$ cat src/spi_port_defines.svh
`ifndef SPI_PORT_DEFINES_SVH
`define SPI_PORT_DEFINES_SVH
// rate codes (sck_rate_select)
`define RATE_DIV4 3'b100
`define RATE_DIV8 3'b000
`define RATE_DIV16 3'b001
`define RATE_DIV32 3'b110
`define RATE_DIV64 3'b010
`define RATE_DIV128 3'b011
// reset values
`define CTRL_RESET 1'b0
`define DATA_RESET 8'h00
// bits per byte
`define BYTE_BITS 4'h8
// receive fifo depth
`define RX_DEPTH 4
`endif

$ cat src/spi_port_pkg.sv
`default_nettype none
package spi_port_pkg;
   // link state
   typedef enum logic [1:0] {
      IDLE = 2'b00,
      SHIFT = 2'b01,
      DONE = 2'b11
   } link_state_t;
endpackage : spi_port_pkg
`default_nettype wire

$ cat src/byte_fifo.sv
`default_nettype none
module byte_fifo #(
   parameter int WIDTH = 8,
   parameter int DEPTH = 4
) (
   input wire logic clk,
   input wire logic rstN,
   input wire logic inValid,
   output logic inReady,
   input wire logic [WIDTH-1:0] inData,
   output logic outValid,
   input wire logic outReady,
   output logic [WIDTH-1:0] outData
);
   localparam int AW = $clog2(DEPTH);
   logic [WIDTH-1:0] mem [DEPTH];  // storage
   logic [AW-1:0] wrPtr;
   logic [AW-1:0] rdPtr;
   logic [AW:0] count;  // occupancy
   logic push;
   logic pop;
   assign inReady = (count != (AW+1)'(DEPTH));
   assign outValid = (count != '0);
   assign outData = mem[rdPtr];
   assign push = inValid && inReady;
   assign pop = outValid && outReady;
   // write side
   always_ff @(posedge clk) begin
      if (push) begin
         mem[wrPtr] <= inData;
      end
   end
   // pointers and count
   always_ff @(posedge clk or negedge rstN) begin
      if (!rstN) begin
         wrPtr <= '0;
         rdPtr <= '0;
         count <= '0;
      end else begin
         if (push) begin
            wrPtr <= (wrPtr == AW'(DEPTH-1)) ? '0 : wrPtr + 1'b1;
         end
         if (pop) begin
            rdPtr <= (rdPtr == AW'(DEPTH-1)) ? '0 : rdPtr + 1'b1;
         end
         count <= count + (AW+1)'(push) - (AW+1)'(pop);
      end
   end
endmodule : byte_fifo
`default_nettype wire

$ cat src/spi_master_slave_port.sv
`include "spi_port_defines.svh"
`default_nettype none
module spi_master_slave_port (
   input wire logic mclk,
   input wire logic nrst,
   input wire logic ctrlWrite,  // write pulse to spi_control_reg
   input wire logic [2:0] wrRate,
   input wire logic wrPolarity,
   input wire logic wrPhase,
   input wire logic wrMaster,
   input wire logic wrEnable,
   input wire logic wrIrqEnable,
   input wire logic statusWrite,  // write pulse to spi_ctrl_status_reg
   input wire logic wrSoftSelect,
   input wire logic wrSelectLevel,
   input wire logic statusRead,  // read pulse of spi_ctrl_status_reg
   input wire logic dataWrite,  // write pulse to spi_data_reg
   input wire logic [7:0] wrData,
   input wire logic dataRead,  // read pulse of spi_data_reg
   input wire logic cpuMask,  // interrupt mask of condition_code_reg
   input wire logic sckIn,
   input wire logic mosiIn,
   input wire logic misoIn,
   input wire logic selectPinN,
   output logic sckOut,
   output logic sckOe,
   output logic mosiOut,
   output logic mosiOe,
   output logic misoOut,
   output logic misoOe,
   output logic [7:0] rdData,
   output logic masterSelect,
   output logic portEnable,
   output logic transferDone,
   output logic masterFault,
   output logic overrun,
   output logic writeCollision,
   output logic irqReq,
   output logic busy
);
   import spi_port_pkg::*;
   logic rstA, rst;  // reset release chain
   logic [2:0] rateSel;
   logic polarity, phase, softSelect, selectLevel, irqEnable;
   logic [7:0] shiftReg;
   logic [3:0] bitCount;
   logic [6:0] divCount;
   logic sckLevel;  // master sck before polarity
   logic sckPrev;
   logic statusSeen;  // done-flag sequence armed
   logic faultArmed;  // fault-clear sequence armed
   logic dataLoaded;
   link_state_t state;
   logic selectInt, sampleBit, rxValid, rxReady, rxOutValid, rxPop;
   logic [7:0] rxOut;
   logic byteEnd, writeOk, sckEdge, leadEdge, selfEdge, outStep;

   // divider terminal count (half-period in mclk cycles minus one) for a rate code
   function automatic logic [6:0] half_div(input logic [2:0] code);
      case (code)
         `RATE_DIV4: half_div = 7'h01;
         `RATE_DIV8: half_div = 7'h03;
         `RATE_DIV16: half_div = 7'h07;
         `RATE_DIV32: half_div = 7'h0f;
         `RATE_DIV64: half_div = 7'h1f;
         `RATE_DIV128: half_div = 7'h3f;
         default: half_div = 7'h03;
      endcase
   endfunction : half_div

   // reset synchroniser
   always_ff @(posedge mclk or negedge nrst) begin
      if (!nrst) begin
         rstA <= 1'b0;
         rst <= 1'b0;
      end else begin
         rstA <= 1'b1;
         rst <= rstA;
      end
   end

   // internal select level
   assign selectInt = softSelect ? selectLevel : selectPinN;
   // sck edges: master from divider, slave from pin
   assign selfEdge = (state == SHIFT) && (divCount == half_div(rateSel));
   assign sckEdge = masterSelect ? selfEdge : (sckIn != sckPrev);
   // leading edge of a pair is capture when phase is 0
   assign leadEdge = masterSelect ? !sckLevel : ((sckIn ^ polarity) == 1'b1);
   assign sampleBit = (leadEdge ^ phase);
   assign byteEnd = (state == SHIFT) && sckEdge && !sampleBit && (bitCount == `BYTE_BITS);
   assign writeOk = dataWrite && !(transferDone && !statusSeen);
   assign outStep = !(state != IDLE && bitCount != 4'h0) || (sckEdge && !sampleBit);

   // configuration registers
   always_ff @(posedge mclk or negedge rst) begin
      if (!rst) begin
         rateSel <= 3'h0;
         polarity <= `CTRL_RESET;
         phase <= `CTRL_RESET;
         irqEnable <= `CTRL_RESET;
         softSelect <= `CTRL_RESET;
         selectLevel <= `CTRL_RESET;
      end else begin
         if (ctrlWrite) begin
            rateSel <= wrRate;
            polarity <= wrPolarity;
            phase <= wrPhase;
            irqEnable <= wrIrqEnable;
         end
         if (statusWrite) begin
            softSelect <= wrSoftSelect;
            selectLevel <= wrSelectLevel;
         end
      end
   end

   // master select, enable and fault
   always_ff @(posedge mclk or negedge rst) begin
      if (!rst) begin
         masterSelect <= 1'b0;
         portEnable <= 1'b0;
         masterFault <= 1'b0;
         faultArmed <= 1'b0;
      end else if (masterSelect && !selectInt) begin
         masterFault <= 1'b1;
         masterSelect <= 1'b0;
         portEnable <= 1'b0;
         faultArmed <= 1'b0;
      end else begin
         if (statusRead && masterFault) begin
            faultArmed <= 1'b1;
         end
         if (ctrlWrite) begin
            if (!masterFault || faultArmed) begin
               masterSelect <= wrMaster;
               portEnable <= wrEnable;
            end else begin
               masterSelect <= masterSelect & wrMaster;
               portEnable <= portEnable & wrEnable;
            end
            if (faultArmed) begin
               masterFault <= 1'b0;
               faultArmed <= 1'b0;
            end
         end
      end
   end

   // transfer state and shifting
   always_ff @(posedge mclk or negedge rst) begin
      if (!rst) begin
         state <= IDLE;
         shiftReg <= `DATA_RESET;
         bitCount <= 4'h0;
         divCount <= 7'h00;
         sckLevel <= 1'b0;
         sckPrev <= 1'b0;
         dataLoaded <= 1'b0;
      end else begin
         sckPrev <= sckIn;
         case (state)
            IDLE: begin
               sckLevel <= 1'b0;
               bitCount <= 4'h0;
               divCount <= 7'h00;
               if (writeOk && portEnable) begin
                  shiftReg <= wrData;
                  dataLoaded <= 1'b1;
                  if (masterSelect) begin
                     state <= SHIFT;
                  end
               end
               if (!masterSelect && portEnable && !selectInt && sckIn != sckPrev) begin
                  state <= SHIFT;
                  if (sampleBit) begin
                     shiftReg <= {shiftReg[6:0], mosiIn};
                     bitCount <= 4'h1;
                  end
               end
            end
            SHIFT: begin
               if (masterSelect) begin
                  divCount <= selfEdge ? 7'h00 : divCount + 7'h01;
                  if (selfEdge) begin
                     sckLevel <= !sckLevel;
                  end
               end
               if (!portEnable) begin
                  state <= IDLE;
               end else if (sckEdge && sampleBit) begin
                  shiftReg <= {shiftReg[6:0], masterSelect ? misoIn : mosiIn};
                  bitCount <= bitCount + 4'h1;
                  state <= (phase && bitCount == `BYTE_BITS - 4'h1) ? DONE : SHIFT;
               end else if (byteEnd) begin
                  state <= DONE;
               end
            end
            DONE: begin
               state <= IDLE;
               dataLoaded <= 1'b0;
            end
            default: state <= IDLE;
         endcase
      end
   end

   // flags, set wins over clear
   always_ff @(posedge mclk or negedge rst) begin
      if (!rst) begin
         transferDone <= 1'b0;
         overrun <= 1'b0;
         writeCollision <= 1'b0;
         statusSeen <= 1'b0;
      end else begin
         if (statusRead || statusWrite) begin
            statusSeen <= transferDone || statusSeen;
         end
         if (state == DONE) begin
            transferDone <= 1'b1;
            if (transferDone) begin
               overrun <= 1'b1;
            end
         end else if (statusSeen && (dataRead || (dataWrite && !masterSelect))) begin
            transferDone <= 1'b0;
            statusSeen <= 1'b0;
         end
         if (statusRead && state != DONE) begin
            overrun <= 1'b0;
         end
         if (dataWrite && state == SHIFT) begin
            writeCollision <= 1'b1;
         end else if (statusRead) begin
            writeCollision <= 1'b0;
         end
      end
   end

   // receive buffer takes a byte only while the done flag is clear
   assign rxValid = (state == DONE) && !transferDone;
   assign rxPop = dataRead && rxOutValid;

   byte_fifo #(.WIDTH(8), .DEPTH(`RX_DEPTH)) rxFifo (
      .clk(mclk),
      .rstN(rst),
      .inValid(rxValid),
      .inReady(rxReady),
      .inData(shiftReg),
      .outValid(rxOutValid),
      .outReady(dataRead),
      .outData(rxOut)
   );

   // registered outputs
   always_ff @(posedge mclk or negedge rst) begin
      if (!rst) begin
         rdData <= `DATA_RESET;
         sckOut <= 1'b0;
         sckOe <= 1'b0;
         mosiOut <= 1'b0;
         mosiOe <= 1'b0;
         misoOut <= 1'b0;
         misoOe <= 1'b0;
         irqReq <= 1'b0;
         busy <= 1'b0;
      end else begin
         if (rxPop) begin
            rdData <= rxOut;
         end
         sckOut <= sckLevel ^ polarity;
         sckOe <= portEnable && masterSelect;
         mosiOut <= outStep ? shiftReg[7] : mosiOut;
         mosiOe <= portEnable && masterSelect;
         misoOut <= outStep ? shiftReg[7] : misoOut;
         misoOe <= portEnable && !masterSelect && !selectInt;
         irqReq <= irqEnable && !cpuMask && (transferDone || masterFault || overrun);
         busy <= (state != IDLE) || !rxReady;
      end
   end

   a_fault_drop: assert property (@(posedge mclk) disable iff (!rst)
      masterSelect && !selectInt |=> masterFault && !portEnable && !masterSelect)
      else $error("fault did not drop master");
   a_done_set: assert property (@(posedge mclk) disable iff (!rst)
      state == DONE |=> transferDone)
      else $error("done flag missing");
   a_overrun_set: assert property (@(posedge mclk) disable iff (!rst)
      state == DONE && transferDone |=> overrun)
      else $error("overrun missing");
   a_collision_set: assert property (@(posedge mclk) disable iff (!rst)
      dataWrite && state == SHIFT |=> writeCollision)
      else $error("collision missing");
   a_irq_gate: assert property (@(posedge mclk) disable iff (!rst)
      irqReq |-> $past(irqEnable) && !$past(cpuMask))
      else $error("irq without enable");
   a_ovr_clear: assert property (@(posedge mclk) disable iff (!rst)
      statusRead && state != DONE |=> !overrun)
      else $error("overrun not cleared");
   a_write_block: assert property (@(posedge mclk) disable iff (!rst)
      transferDone && !statusSeen && state == IDLE |=> !dataLoaded || $past(dataLoaded))
      else $error("blocked write loaded");
   a_fault_hold: assert property (@(posedge mclk) disable iff (!rst)
      masterFault && !faultArmed && !masterSelect ##1 masterFault |-> !masterSelect)
      else $error("master set under fault");
   c_byte: cover property (@(posedge mclk) disable iff (!rst) state == DONE);
   c_fault: cover property (@(posedge mclk) disable iff (!rst) $rose(masterFault));
   c_overrun: cover property (@(posedge mclk) disable iff (!rst) $rose(overrun));
endmodule : spi_master_slave_port
`default_nettype wire

$ cat config.mk
export PLATFORM = sky130hd
export DESIGN_NAME = spi_master_slave_port
export DESIGN_NICKNAME = d
export VERILOG_FILES = /design/src/spi_port_pkg.sv /design/src/byte_fifo.sv /design/src/spi_master_slave_port.sv
export VERILOG_INCLUDE_DIRS = /design/src /design/src/src
export SDC_FILE = /design/constraint.sdc
export NUM_CORES = 1
export LEC_CHECK = 0
export BUFFER_PORTS_ARGS = -buffer_cell sky130_fd_sc_hd__buf_2
export CORE_UTILIZATION = 42
export DETAILED_ROUTE_END_ITERATION = 10
export GPL_ROUTABILITY_DRIVEN = 0
export HOLD_SLACK_MARGIN = 0.03
export PLACE_DENSITY = 0.69
export SLEW_MARGIN = 20
export SYNTH_ARGS = -nofsm -noshare
export SYNTH_HDL_FRONTEND = slang
export SYNTH_SLANG_ARGS = --single-unit
$ cat constraint.sdc
create_clock -name mclk -period 1.8 [get_ports mclk]
set_input_delay 0.27 -clock mclk [delete_from_list [all_inputs] [get_ports mclk]]
set_output_delay 0.27 -clock mclk [all_outputs]
set_load 0.05 [all_outputs]
# == Word-level counts from Yosys, hierarchy flattened ==
# Memories as Yosys holds them, arrays and structs flattened. A register that Yosys moved wholly into a read port is not among the register bits.
# Index checks and enable logic that the tools add are counted.
# classes
n_eq_ne,22
n_lt_le_gt_ge,0
n_reduce_logical,63
add_sub_neg,6
div_mod_pow,0
multipliers,0
shifts,0
n_bitwise,5
n_mux,57
# ops
cell,count
8-bit two-way mux,5
1-bit two-way mux,33
6-bit one-hot mux with 5 select lines,1
1-bit logical AND,26
2-bit two-way mux,9
8-bit one-hot mux with 2 select lines,1
2-bit nonzero test,8
7-bit two-way mux,2
7-bit one-hot mux with 2 select lines,1
1-bit logical NOT,12
"2-bit != test, second input constant",5
"3-bit != test, second input constant",3
3-bit AND reduction,3
1-bit logical OR,8
4-bit two-way mux,2
4-bit one-hot mux with 2 select lines,1
"7-bit by 1-bit adder with 7-bit output, second input constant",1
7-bit == test,1
"2-bit == test, second input constant",3
"3-bit by 2-bit == test with 1-bit output, second input constant",2
"3-bit == test, second input constant",2
2-bit AND reduction,3
"2-bit by 1-bit adder with 2-bit output, second input constant",2
"4-bit by 1-bit adder with 4-bit output, second input constant",1
other kinds (15),18
# totals
mem_count,1
mem_bits_ro,0
mem_bits_rw,32
register_bits,54
latchBits,0
in_bits,30
output_inout_bits,22
# memory_table
name,words,width,rd,rd_ports_with_merged_regs,write_ports,line,rtl
rxFifo.mem,4,8,1,1,1,byte_fifo.sv:16,logic [WIDTH-1:0] mem [DEPTH];

# == Logic depth before layout (Yosys ltp) ==
# Gate-level depths: netlist of run 1.
# logic_depth
word_depth,12
ltp_mapped,10

# == By module ==
# From an unflattened synthesis of run 1, not the netlist that was laid out.
# hier_totals
hier_cells,325
hier_area_um2,4454.3
# modules_own_cells
module,area_per_inst_um2,cells_per_inst,seq_area_each_um2,instances
spi_master_slave_port,2856.5,245,1376.3,1
byte_fifo,1597.8,80,1136.1,1

# == Least setup slack after synthesis of run 1 ==
# OpenSTA, ideal clock, no wires.
# synth_path
path_type,reg-to-reg
start,register rxFifo.count[1]
end,register rxFifo.count[2]
path_stages_with_launch,11
slack_ns,-0.679
path_buffers,1
arrival_ns,2.354
required_time_ns,1.675
period_less_slack_ns,2.479
cell_sequence,dfrtp_1 -> o31ai_1 -> clkbuf_1 -> inv_1 -> ha_1 -> inv_1 -> ha_1 -> inv_1 -> fa_1 -> xnor2_1 -> xnor2_1
# synth_via
word_cells_on_any_way,6
# synth_lines
item,line,rtl
start: declaration,byte_fifo.sv:19,logic [AW:0] count;
start signal: assignment,byte_fifo.sv:46,count <= count + (AW+1)'(push) - (AW+1)'(pop);
3-bit nonzero test,byte_fifo.sv:23,assign outValid = (count != '0);
1-bit logical AND,byte_fifo.sv:26,assign pop = outValid && outReady;
named net rxFifo.pop,byte_fifo.sv:21,logic pop;
3-bit by 1-bit subtractor with 3-bit output,byte_fifo.sv:46,
# The timed path passes the listed nets, and every way through them passes these cells.
# A chain may end at the register's enable or synchronous reset.

# == Worst setup path in the final report of run 1 ==
# layout_path
start,register divCount[1]
end,register bitCount[0]
# layout_via
elab_chain_len,6
# layout_lines
item,line,rtl
start: declaration,spi_master_slave_port.sv:47,logic [6:0] divCount;
start signal: assignment,spi_master_slave_port.sv:183,divCount <= selfEdge ? 7'h00 : divCount + 7'h01;
7-bit == test,spi_master_slave_port.sv:85,assign selfEdge = (state == SHIFT) && (divCount == half_div(rateSel));
1-bit logical AND,spi_master_slave_port.sv:85,
1-bit two-way mux,spi_master_slave_port.sv:86,assign sckEdge = masterSelect ? selfEdge : (sckIn != sckPrev);
1-bit logical AND,spi_master_slave_port.sv:190,end else if (sckEdge && sampleBit) begin
2-bit != test (no source line),-,
3-bit AND reduction (no source line),-,
end signal: assignment,spi_master_slave_port.sv:192,bitCount <= bitCount + 4'h1;
end: declaration,spi_master_slave_port.sv:46,logic [3:0] bitCount;
# Every way passes these cells.

==> flow_summary.ini, run 1 <==
[logic_synthesis]
yosys_warnings = 0
ys.flop_type = dfrtp_1
synth_xor_area_frac = 0.0259
synthArstFlopShare = 0.660
synthSimpleGateAreaFrac = 0.103
synthAdderAreaFrac = 0.0330
synth_top_family_by_area = multiplexers
netlist_area_sq_mm = 0.00440
synth-compound-area-share = 0.0949
synth-seq-area-share = 0.571
muxShareOfSynthArea = 0.134
synth_top_area_frac = 0.352
synth_edf_count = 32
syn_avg_cell_area_sq_um = 12.6
synthCells = 348
synth_seq_cells = 94
yosysTopAreaCell = dfrtp_1
ys_types = 57
synth.top_cells.by_area = dfrtp_1, edfxtp_1, mux2_2
syn_nets = 389

[clocking]
cts_buffer_depth = 2
path_clk_slew_ps = 100
cts_root_buf = clkbuf_8
clock_latency_ps = 370
cts_buffers = 9
cts_sinks = 94
cts_tree = done
h-tree-depth = 3

[worst_setup_path]
endpoint_kind = flip-flop
rr_startpoint = divCount[1]
start_kind = flip-flop
cp_max_fo = 8
crit-reg2reg-capture = bitCount[0]
cp_data_arrival_time_ps = 2510
reg2reg_depth = 8
cp.required_ps = 2060
critPathKind = flip-flop to flip-flop
r2r_setup_slack_ps = -450

[layout]
syn_to_final_growth_pct = 30.6
postLayoutCellArea_sq_mm = 0.00575
instances_no_fill = 614
regArea_sq_mm = 0.00252
nFillCells = 852
layout.nets = 514
layout-drive-gt1-share = 0.444
multiInputGateArea_sq_mm = 0.00189
antenna_cells = 0

[die]
fp.coreArea_sq_mm = 0.0102
die_w_um = 104
die-area_sq_mm = 0.0109
floorplan.initialDensity = 0.430
rows = 37
ios = 52
die_y_um = 104

[route]
routed_wl_mm = 8.79
wl_per_cell_um = 14.3
via_count = 3106
wl_met1_mm = 3.79
vias_per_cell = 5.06
route.met3.wl_um = 218
wl_met2_mm = 4.56
first_pass_iters = 4
drtIter0Drc = 188
drtAntennaViolNets = 0
drcViolationCount = 0
top_layer = met4

[sta]
fin_ws_ps = -446
maxClockFrequency_mhz = 445
finalSetupViolCount = 23
hold_viol = 0
drv_slew = 0
fin_crit_sh = 1.25
rsz0062_at_grt = yes
fin_skew_ps = 10.8
hold-worst-slack_ps = 56.6
period_needed_ps = 2250
finalSetupTns_ps = -7650

[power_and_ir_drop]
leakage_nw = 2.51
vdd_ir_drop_max_v = 0.000646
p_sw_w = 0.00302
internal_power_w = 0.00480
power_density_mw_per_mm2 = 1360
pwr-share-seq = 0.401
p_clk_frac = 0.173
switching_share = 0.386
p_comb_frac = 0.427

[run_status]
violations = negative setup slack
status = finished, violations left

[worst_hold_path]
min_path_type = input pin to flip-flop
holdCritStartpoint = sckIn
min_delay_path_depth = 1
hold_end = sckPrev

[grt]
grt_overflow = 0
grt_max_degree = 61
grt_pass1_wl_mm = 14.9
grt_use_total = 0.176
grt_pass1_vias = 3150
antenna_found_initial = 0

[placed_design]
dp_hpwl_mm = 6.38
pre_cts_slack_ps = -487
place_area_sq_mm = 0.00539
portBuffers = 51
place_inst = 588

[flow_run]
max-cap-violations = 0
==> state kept, by name, indices dropped and copies added, names as in the netlist, 2 cells and up <==
name,count
rdData,8
rxFifo.mem,32
rxFifo.rdPtr,2
bitCount,4
rxFifo.wrPtr,2
state,2
shiftReg,8
rxFifo.count,3
divCount,7
rateSel,3
==> worst max-delay path: stages, from the launching register on <==
cell      delay (ps)
dfrtp_1          400
or4b_1           530
a311o_1          350
o211a_1          150
o31ai_4          220
buf_12           180
buf_6            110
a21boi_2         130
a21oi_1           70
==> what timing repair did <==
| action | CTS | global route |
|---|---|---|
| endpoints found under the setup margin | 23 | 48 |
| pin swaps | 14 | 5 |
| buffers inserted | 5 | 5 |
| gates resized for setup | 13 | 8 |
| hold endpoints to repair | 3 | 0 |
| hold buffers | 2 | 0 |
==> cell usage in the layout (no fill, tap or decap), types with 7 or more instances in the layout <==
cell / instances
a21oi_1: 17
buf_2: 51
buf_4: 68
clkbuf_8: 9
dfrtp_1: 59
edfxtp_1: 32
ha_1: 8
inv_1: 17
mux2_2: 18
mux2_4: 7
mux2i_1: 13
mux4_2: 8
nand2_1: 22
nand3_1: 9
nor2_1: 21
o21ai_0: 8
xnor2_1: 8
==> how the worst max path moves through the flow <==
stage                            from  cells past startpoint           to
after floorplan            rateSel[1]                      6  shiftReg[1]
after detailed placement   rateSel[1]                      8  bitCount[0]
after CTS                  rateSel[1]                      8  bitCount[0]
after global placement     rateSel[1]                      8  bitCount[0]
after global routing       rateSel[0]                      8  bitCount[0]
final                     divCount[1]                      8  bitCount[0]
==> area by class of cell <==
type | instances | share of cell area
Sequential cell | 94 | 0.438
Multi-Input combinational cell | 220 | 0.329
Timing Repair Buffer | 128 | 0.157
Tap cell | 136 | 0.0296
Clock buffer | 9 | 0.0216
Inverter | 20 | 0.0135
Clock inverter | 7 | 0.0115
==> power groups by stage <==
stage               Combinational (W)  Clock [W]  Sequential, W
floorplan                     0.00171          0        0.00364
global placement              0.00314          0        0.00315
detailed placement            0.00321          0        0.00318
CTS                           0.00329    0.00139        0.00313
global route                  0.00359    0.00148        0.00320
finish                        0.00333    0.00135        0.00313
==> kinds of logic after synthesis <==
group,Yosys count
adders and majority gates,11
AOI/OAI and AO/OA,60
muxes,46
buffers and inverters,34
DFF,94
xor gates and xnor gates,13
other,1
and+or+nand+nor,89
==> routing by layer <==
metal / vias to the layer above / global-route usage
met4: 0 / 0.0714
li1: 1509 / -
met5: - / 0
met2: 37 / 0.300
met3: 17 / 0.0445
met1: 1543 / 0.211
==> cells in the mapped netlist (all sizes together), types with 7 or more instances <==
library cell and n:
xnor2 9, mux2 25, and2 7, mux2i 13, o21ai 12, clkbuf 9
nand2 22, nand3 10, a21oi 18, edfxtp 32, ha 10, nor2 24
inv 20, dfrtp 62, mux4 8
==> stage by stage <==
step	utilization	total power, W
2_1_floorplan	-	0.00535
3_3_place_gp	0.526	0.00630
3_5_place_dp	0.526	0.00639
4_1_cts	0.555	0.00782
5_1_grt	0.562	0.00827
6_report	0.562	0.00782
Power figures use the tool's default switching activity.
==> inputs of run 2 (changes only) <==
--- a/config.mk
+++ b/config.mk
@@ -15,4 +15,5 @@
 export SLEW_MARGIN = 20
 export SYNTH_ARGS = -nofsm -noshare
 export SYNTH_HDL_FRONTEND = slang
+export SYNTH_HIERARCHICAL = 1
 export SYNTH_SLANG_ARGS = --single-unit
==> run 2 against run 1 <==
Compared with the run above: the flow still finishes with violations (negative setup slack); sequential share of layout area grew 1.3 points; fmax shrank 0.16%; clock power grew 4%; global-route usage shrank 0.13 points; critical path type unchanged; worst setup slack lost 3.7 ps; clock skew shrank 1.8 ps; die area grew 1.2%.
==> flow_summary.ini, run 2 <==
[worst_setup_path]
crit_path_max_incr_delay_ps = 520
cp_max_fo = 5
timing.critical_path.cells = or4b_1 -> a311o_1 -> o211ai_2 -> and4bb_4 -> or3_4 -> mux2_4
endpoint_kind = flip-flop
cp_data_arrival_time_ps = 2510
slowest_stage = or4b_1
crit_cells = 6
cp.required_ps = 2060
reg2reg_depth = 6
start_kind = flip-flop
r2r_setup_slack_ps = -450
worstPathBufferInverterCount = 0
crit_family = simple AND/OR/NAND/NOR gates
critPathKind = flip-flop to flip-flop

[sta]
fin_ws_ps = -449
period_needed_ps = 2250
maxClockFrequency_mhz = 445
fin_crit_sh = 1.25
finalSetupViolCount = 23
hold-worst-slack_ps = 55.4
drv_slew = 0
fin_skew_ps = 9.03
hold_viol = 0
rsz0062_at_grt = yes

[die]
floorplan.initialDensity = 0.431
die-area_sq_mm = 0.0110
die_y_um = 105
ios = 52
rows = 37
fp.coreArea_sq_mm = 0.0103
die_w_um = 105

[run_status]
status = finished, violations left
violations = negative setup slack

[layout]
instances_no_fill = 576
reg_top3 = rxFifo/mem: 32 flops, rdData: 8 flops, shiftReg: 8 flops
nFillCells = 867
final_cell_mix = dfrtp_1, buf_4, buf_2
syn_to_final_growth_pct = 25.4
antenna_cells = 0
layout-drive-gt1-share = 0.477
final_common_cell = dfrtp_1
top_register = rxFifo/mem
postLayoutCellArea_sq_mm = 0.00559
layout.nets = 476
largest_reg_flops = 32

[grt]
grt_overflow = 0
grt_max_degree = 25
grt_pass1_wl_mm = 14.9
antenna_found_initial = 0
grt_pass1_vias = 3017
grt_use_total = 0.174

[logic_synthesis]
netlist_area_sq_mm = 0.00445
synth-seq-area-share = 0.564
synthCells = 325
synthArstFlopShare = 0.660
synth.top_cells.by_area = dfrtp_1, edfxtp_1, mux2_2
synthTopCellsByCount = dfrtp_1, edfxtp_1, mux2_2, inv_1, nor2_1
yosys_warnings = 6
synth_edf_count = 32
synth_seq_cells = 94
synth_top_area_frac = 0.348
yosysMostFrequentCell = dfrtp_1
yosysTopAreaCell = dfrtp_1
ys.flop_type = dfrtp_1
syn_nets = 366
ys_types = 61
syn_avg_cell_area_sq_um = 13.7

[clocking]
cts_sinks = 94
h-tree-depth = 3
cts_tree = done
clock_latency_ps = 370
cts_buffers = 9
cts_buffer_depth = 2
path_clk_slew_ps = 100
cts_root_buf = clkbuf_8

[power_and_ir_drop]
leakage_nw = 2.47
power_density_mw_per_mm2 = 1420
vdd_ir_drop_max_v = 0.00110

[route]
drtAntennaViolNets = 0
drcViolationCount = 0
vias_per_cell = 5.10
wl_per_cell_um = 15.5
routed_wl_mm = 8.93
drtIter0Drc = 136
first_pass_iters = 4
via_count = 2939

[placed_design]
place_inst = 553
place_area_sq_mm = 0.00528
portBuffers = 51
dp_hpwl_mm = 6.42

[worst_hold_path]
min_path_type = input pin to flip-flop
min_delay_path_depth = 1

[flow_run]
max-cap-violations = 0
==> run 2: changes by cell type in the layout (fill, tap and decap cells not counted), moves of 5 or more <==
cell / change
buf_4: -16
a21oi_1: -7
nand2_1: -13
nor2_1: -7
inv_1: -5
mux2_4: +8
a22o_1: +5
mux2_2: +7
==> run 2: cells by family after synthesis <==
| kind of cell | share of synthesized area |
|---|---|
| xor gates and xnor gates | 0.0236 |
| buffers and inverters | 0.0309 |
| and+or+nand+nor | 0.0989 |
| AOI/OAI and AO/OA | 0.0725 |
| adders and majority gates | 0.0326 |
| muxes | 0.177 |
| DFF | 0.564 |
| other | 0.000842 |
==> run 2: stage by stage <==
| step | total power, W | worst slack (ps) | util | setup TNS [ps] |
|---|---|---|---|---|
| floorplan | 0.00556 | -443 | - | -5180 |
| global placement | 0.00636 | -430 | 0.511 | -6560 |
| detailed placement | 0.00648 | -489 | 0.511 | -7850 |
| CTS | 0.00799 | -457 | 0.538 | -7160 |
| global route | 0.00840 | -504 | 0.541 | -9010 |
| finish | 0.00793 | -449 | 0.541 | -7590 |
==> run 2: power by group <==
| group | switching (W) | internal, W | total [W] | leakage, nW |
|---|---|---|---|---|
| logic | 0.00173 | 0.00169 | 0.00342 | 1.31 |
| registers | 0.000398 | 0.00272 | 0.00312 | 1.06 |
| clock network | 0.000848 | 0.000550 | 0.00140 | 0.0985 |
| total | 0.00298 | 0.00495 | 0.00793 | 2.47 |
==> run 2: final timing paths <==
kind                              endpoint        start
max                            shiftReg[2]  divCount[1]
min                                sckPrev        sckIn
max reg2reg                    shiftReg[2]  divCount[1]
min reg2reg                       state[1]          rst
max in group asynchronous  rxFifo/wrPtr[1]          rst
min in group asynchronous              rst         nrst
==> run 2: what timing repair did <==
| item | CTS | global route |
|---|---|---|
| cloned | 1 | 0 |
| endpoints found under the hold margin | 2 | 1 |
| resized for setup | 12 | 4 |
| hold buffers | 1 | 1 |
| setup buffers | 2 | 2 |
| setup endpoints to repair | 23 | 23 |
| pin swaps | 9 | 5 |
==> run 2: area by class of cell <==
| class | count | area [sq um] | area share |
|---|---|---|---|
| repair buffers | 109 | 728 | 0.130 |
| clock inverters | 7 | 75.1 | 0.0134 |
| clock buffers | 9 | 124 | 0.0222 |
| multi-input cells | 204 | 1910 | 0.341 |
| inverters | 17 | 66.3 | 0.0119 |
| well taps | 136 | 170 | 0.0305 |
| flip-flops and latches | 94 | 2520 | 0.451 |
==> run 2: layer usage <==
layer  up-vias  track usage  wire (um)
li1       1412            -          -
met1      1465        0.226       4050
met2        52        0.291       4480
met3        10       0.0387        297
met4         0       0.0533         99
met5         -            0          0
==> inputs of run 3 (changes only) <==
--- a/config.mk
+++ b/config.mk
@@ -7,11 +7,13 @@
 export NUM_CORES = 1
 export LEC_CHECK = 0
 export BUFFER_PORTS_ARGS = -buffer_cell sky130_fd_sc_hd__buf_2
+export CELL_PAD_IN_SITES_DETAIL_PLACEMENT = 0
+export CELL_PAD_IN_SITES_GLOBAL_PLACEMENT = 1
 export CORE_UTILIZATION = 42
 export DETAILED_ROUTE_END_ITERATION = 10
 export GPL_ROUTABILITY_DRIVEN = 0
 export HOLD_SLACK_MARGIN = 0.03
-export PLACE_DENSITY = 0.69
+export PLACE_DENSITY = 0.8
 export SLEW_MARGIN = 20
 export SYNTH_ARGS = -nofsm -noshare
 export SYNTH_HDL_FRONTEND = slang
==> run 3 against run 2 <==
Compared with the run above: sequential power increased by 2%; critical endpoint is now shiftReg[1]; via count decreased by 0.68%; utilization increased by 0.33 points; largest power group unchanged; the run still ends with negative setup slack left; final cell count decreased by 0.17%.
==> flow_summary.ini, run 3 (synthesized netlist as in run 2, its figures left out) <==
[run_status]
status = finished, violations left
violations = negative setup slack

[power_and_ir_drop]
p_total_w = 0.00826
power_density_mw_per_mm2 = 1470
vdd_ir_drop_max_v = 0.000695
leakage_nw = 2.49

[clocking]
cts_root_buf = clkbuf_8
cts_tree = done
path_clk_slew_ps = 90
cts_sinks = 94
cts_buffer_depth = 2
clock_latency_ps = 360
cts_buffers = 9
h-tree-depth = 3

[worst_setup_path]
endpoint_kind = flip-flop
worstPathBufferInverterCount = 0
crit_cells = 6
critPathKind = flip-flop to flip-flop
cp.required_ps = 2040
start_kind = flip-flop
cp_data_arrival_time_ps = 2490
crit_path_max_incr_delay_ps = 500
crit_family = simple AND/OR/NAND/NOR gates
slowest_stage = or4b_1
cp_max_fo = 5
reg2reg_depth = 6
timing.critical_path.cells = or4b_1 -> a311o_1 -> o211ai_2 -> and4bb_4 -> or3_4 -> mux2_4

[layout]
layout.nets = 475
largest_reg_flops = 32
reg_top3 = rxFifo/mem: 32 flops, rdData: 8 flops, shiftReg: 8 flops
nFillCells = 864
layout-drive-gt1-share = 0.481
final_common_cell = dfrtp_1
final_cell_mix = dfrtp_1, buf_4, buf_2
top_register = rxFifo/mem
syn_to_final_growth_pct = 26.2
antenna_cells = 0
postLayoutCellArea_sq_mm = 0.00562
fin_util = 0.544

[sta]
fin_crit_sh = 1.25
fin_skew_ps = 11.2
finalSetupViolCount = 23
rsz0062_at_grt = yes
fin_ws_ps = -444
maxClockFrequency_mhz = 446
period_needed_ps = 2240
hold_viol = 0
drv_slew = 0

[grt]
grt_max_degree = 61
antenna_found_initial = 0
grt_overflow = 0
grt_pass1_vias = 3046
grt_pass1_wl_mm = 15.1
grt_use_total = 0.174

[die]
floorplan.initialDensity = 0.431
rows = 37
die_y_um = 105
ios = 52
die-area_sq_mm = 0.0110
fp.coreArea_sq_mm = 0.0103
die_w_um = 105

[route]
wl_per_cell_um = 15.4
drtAntennaViolNets = 0
drcViolationCount = 0
first_pass_iters = 4
drtIter0Drc = 114
vias_per_cell = 5.08
via_count = 2919
routed_wl_mm = 8.86

[placed_design]
pre_cts_slack_ps = -457
portBuffers = 51
dp_hpwl_mm = 6.37
place_area_sq_mm = 0.00526

[worst_hold_path]
min_delay_path_depth = 2
min_path_type = input pin to flip-flop

[flow_run]
max-cap-violations = 0
## run 3: changes by cell type in the layout (fill, tap and decap cells not counted), sizes merged
cell,previous run,this run
bufinv,0,3
clkinvlp,1,0
inv,21,19
dlygate4sd3,2,1
## run 3: final cells by class
| cell class | count | area [sq um] | share of cell area |
|---|---|---|---|
| clock inverters | 7 | 120 | 0.0214 |
| clock buffers | 9 | 124 | 0.0220 |
| well taps | 136 | 170 | 0.0303 |
| multi-input cells | 204 | 1920 | 0.341 |
| repair buffers | 108 | 702 | 0.125 |
| inverters | 17 | 66.3 | 0.0118 |
| flip-flops and latches | 94 | 2520 | 0.448 |
## run 3: final timing paths
kind                            start               to  slack (ps)
hold / removal                cpuMask           irqReq          50
hold reg to reg                   rst  rxFifo/count[2]         270
max in group asynchronous         rst     masterSelect        1240
setup reg to reg           rateSel[2]      shiftReg[1]        -440
setup / recovery           rateSel[2]      shiftReg[1]        -440
min in group asynchronous        nrst              rst         210
## run 3: power breakdown
part / internal (W) / switching (W)
combinational: 0.00168 / 0.00171
clock: 0.000933 / 0.000761
sequential: 0.00272 / 0.000460
## run 3: routing by layer
metal	global-route usage	share of wire	wire [um]	vias up
met5	0	0	0	-
met4	0.0543	0.013	119	0
met3	0.0287	0.023	207	11
met2	0.299	0.51	4500	54
met1	0.226	0.45	4030	1443
li1	-	-	-	1411
## run 3: what timing repair did
| item | in CTS | in global routing |
|---|---|---|
| hold buffers | 1 | 0 |
| pin swaps | 8 | 5 |
| gates cloned | 1 | 0 |
| hold endpoints to repair | 2 | 0 |
| setup buffers | 3 | 1 |
| setup endpoints to repair | 23 | 24 |
| gates resized for setup | 12 | 4 |
## run 3: stage by stage
stage,TNS [ps],hold slack (ps),instances
6_report,-7160,54.8,575
5_1_grt,-9470,37.6,575
4_1_cts,-7630,36.3,574
3_5_place_dp,-7620,59.8,553
3_3_place_gp,-6930,54.9,553
2_1_floorplan,-5180,-25.6,325
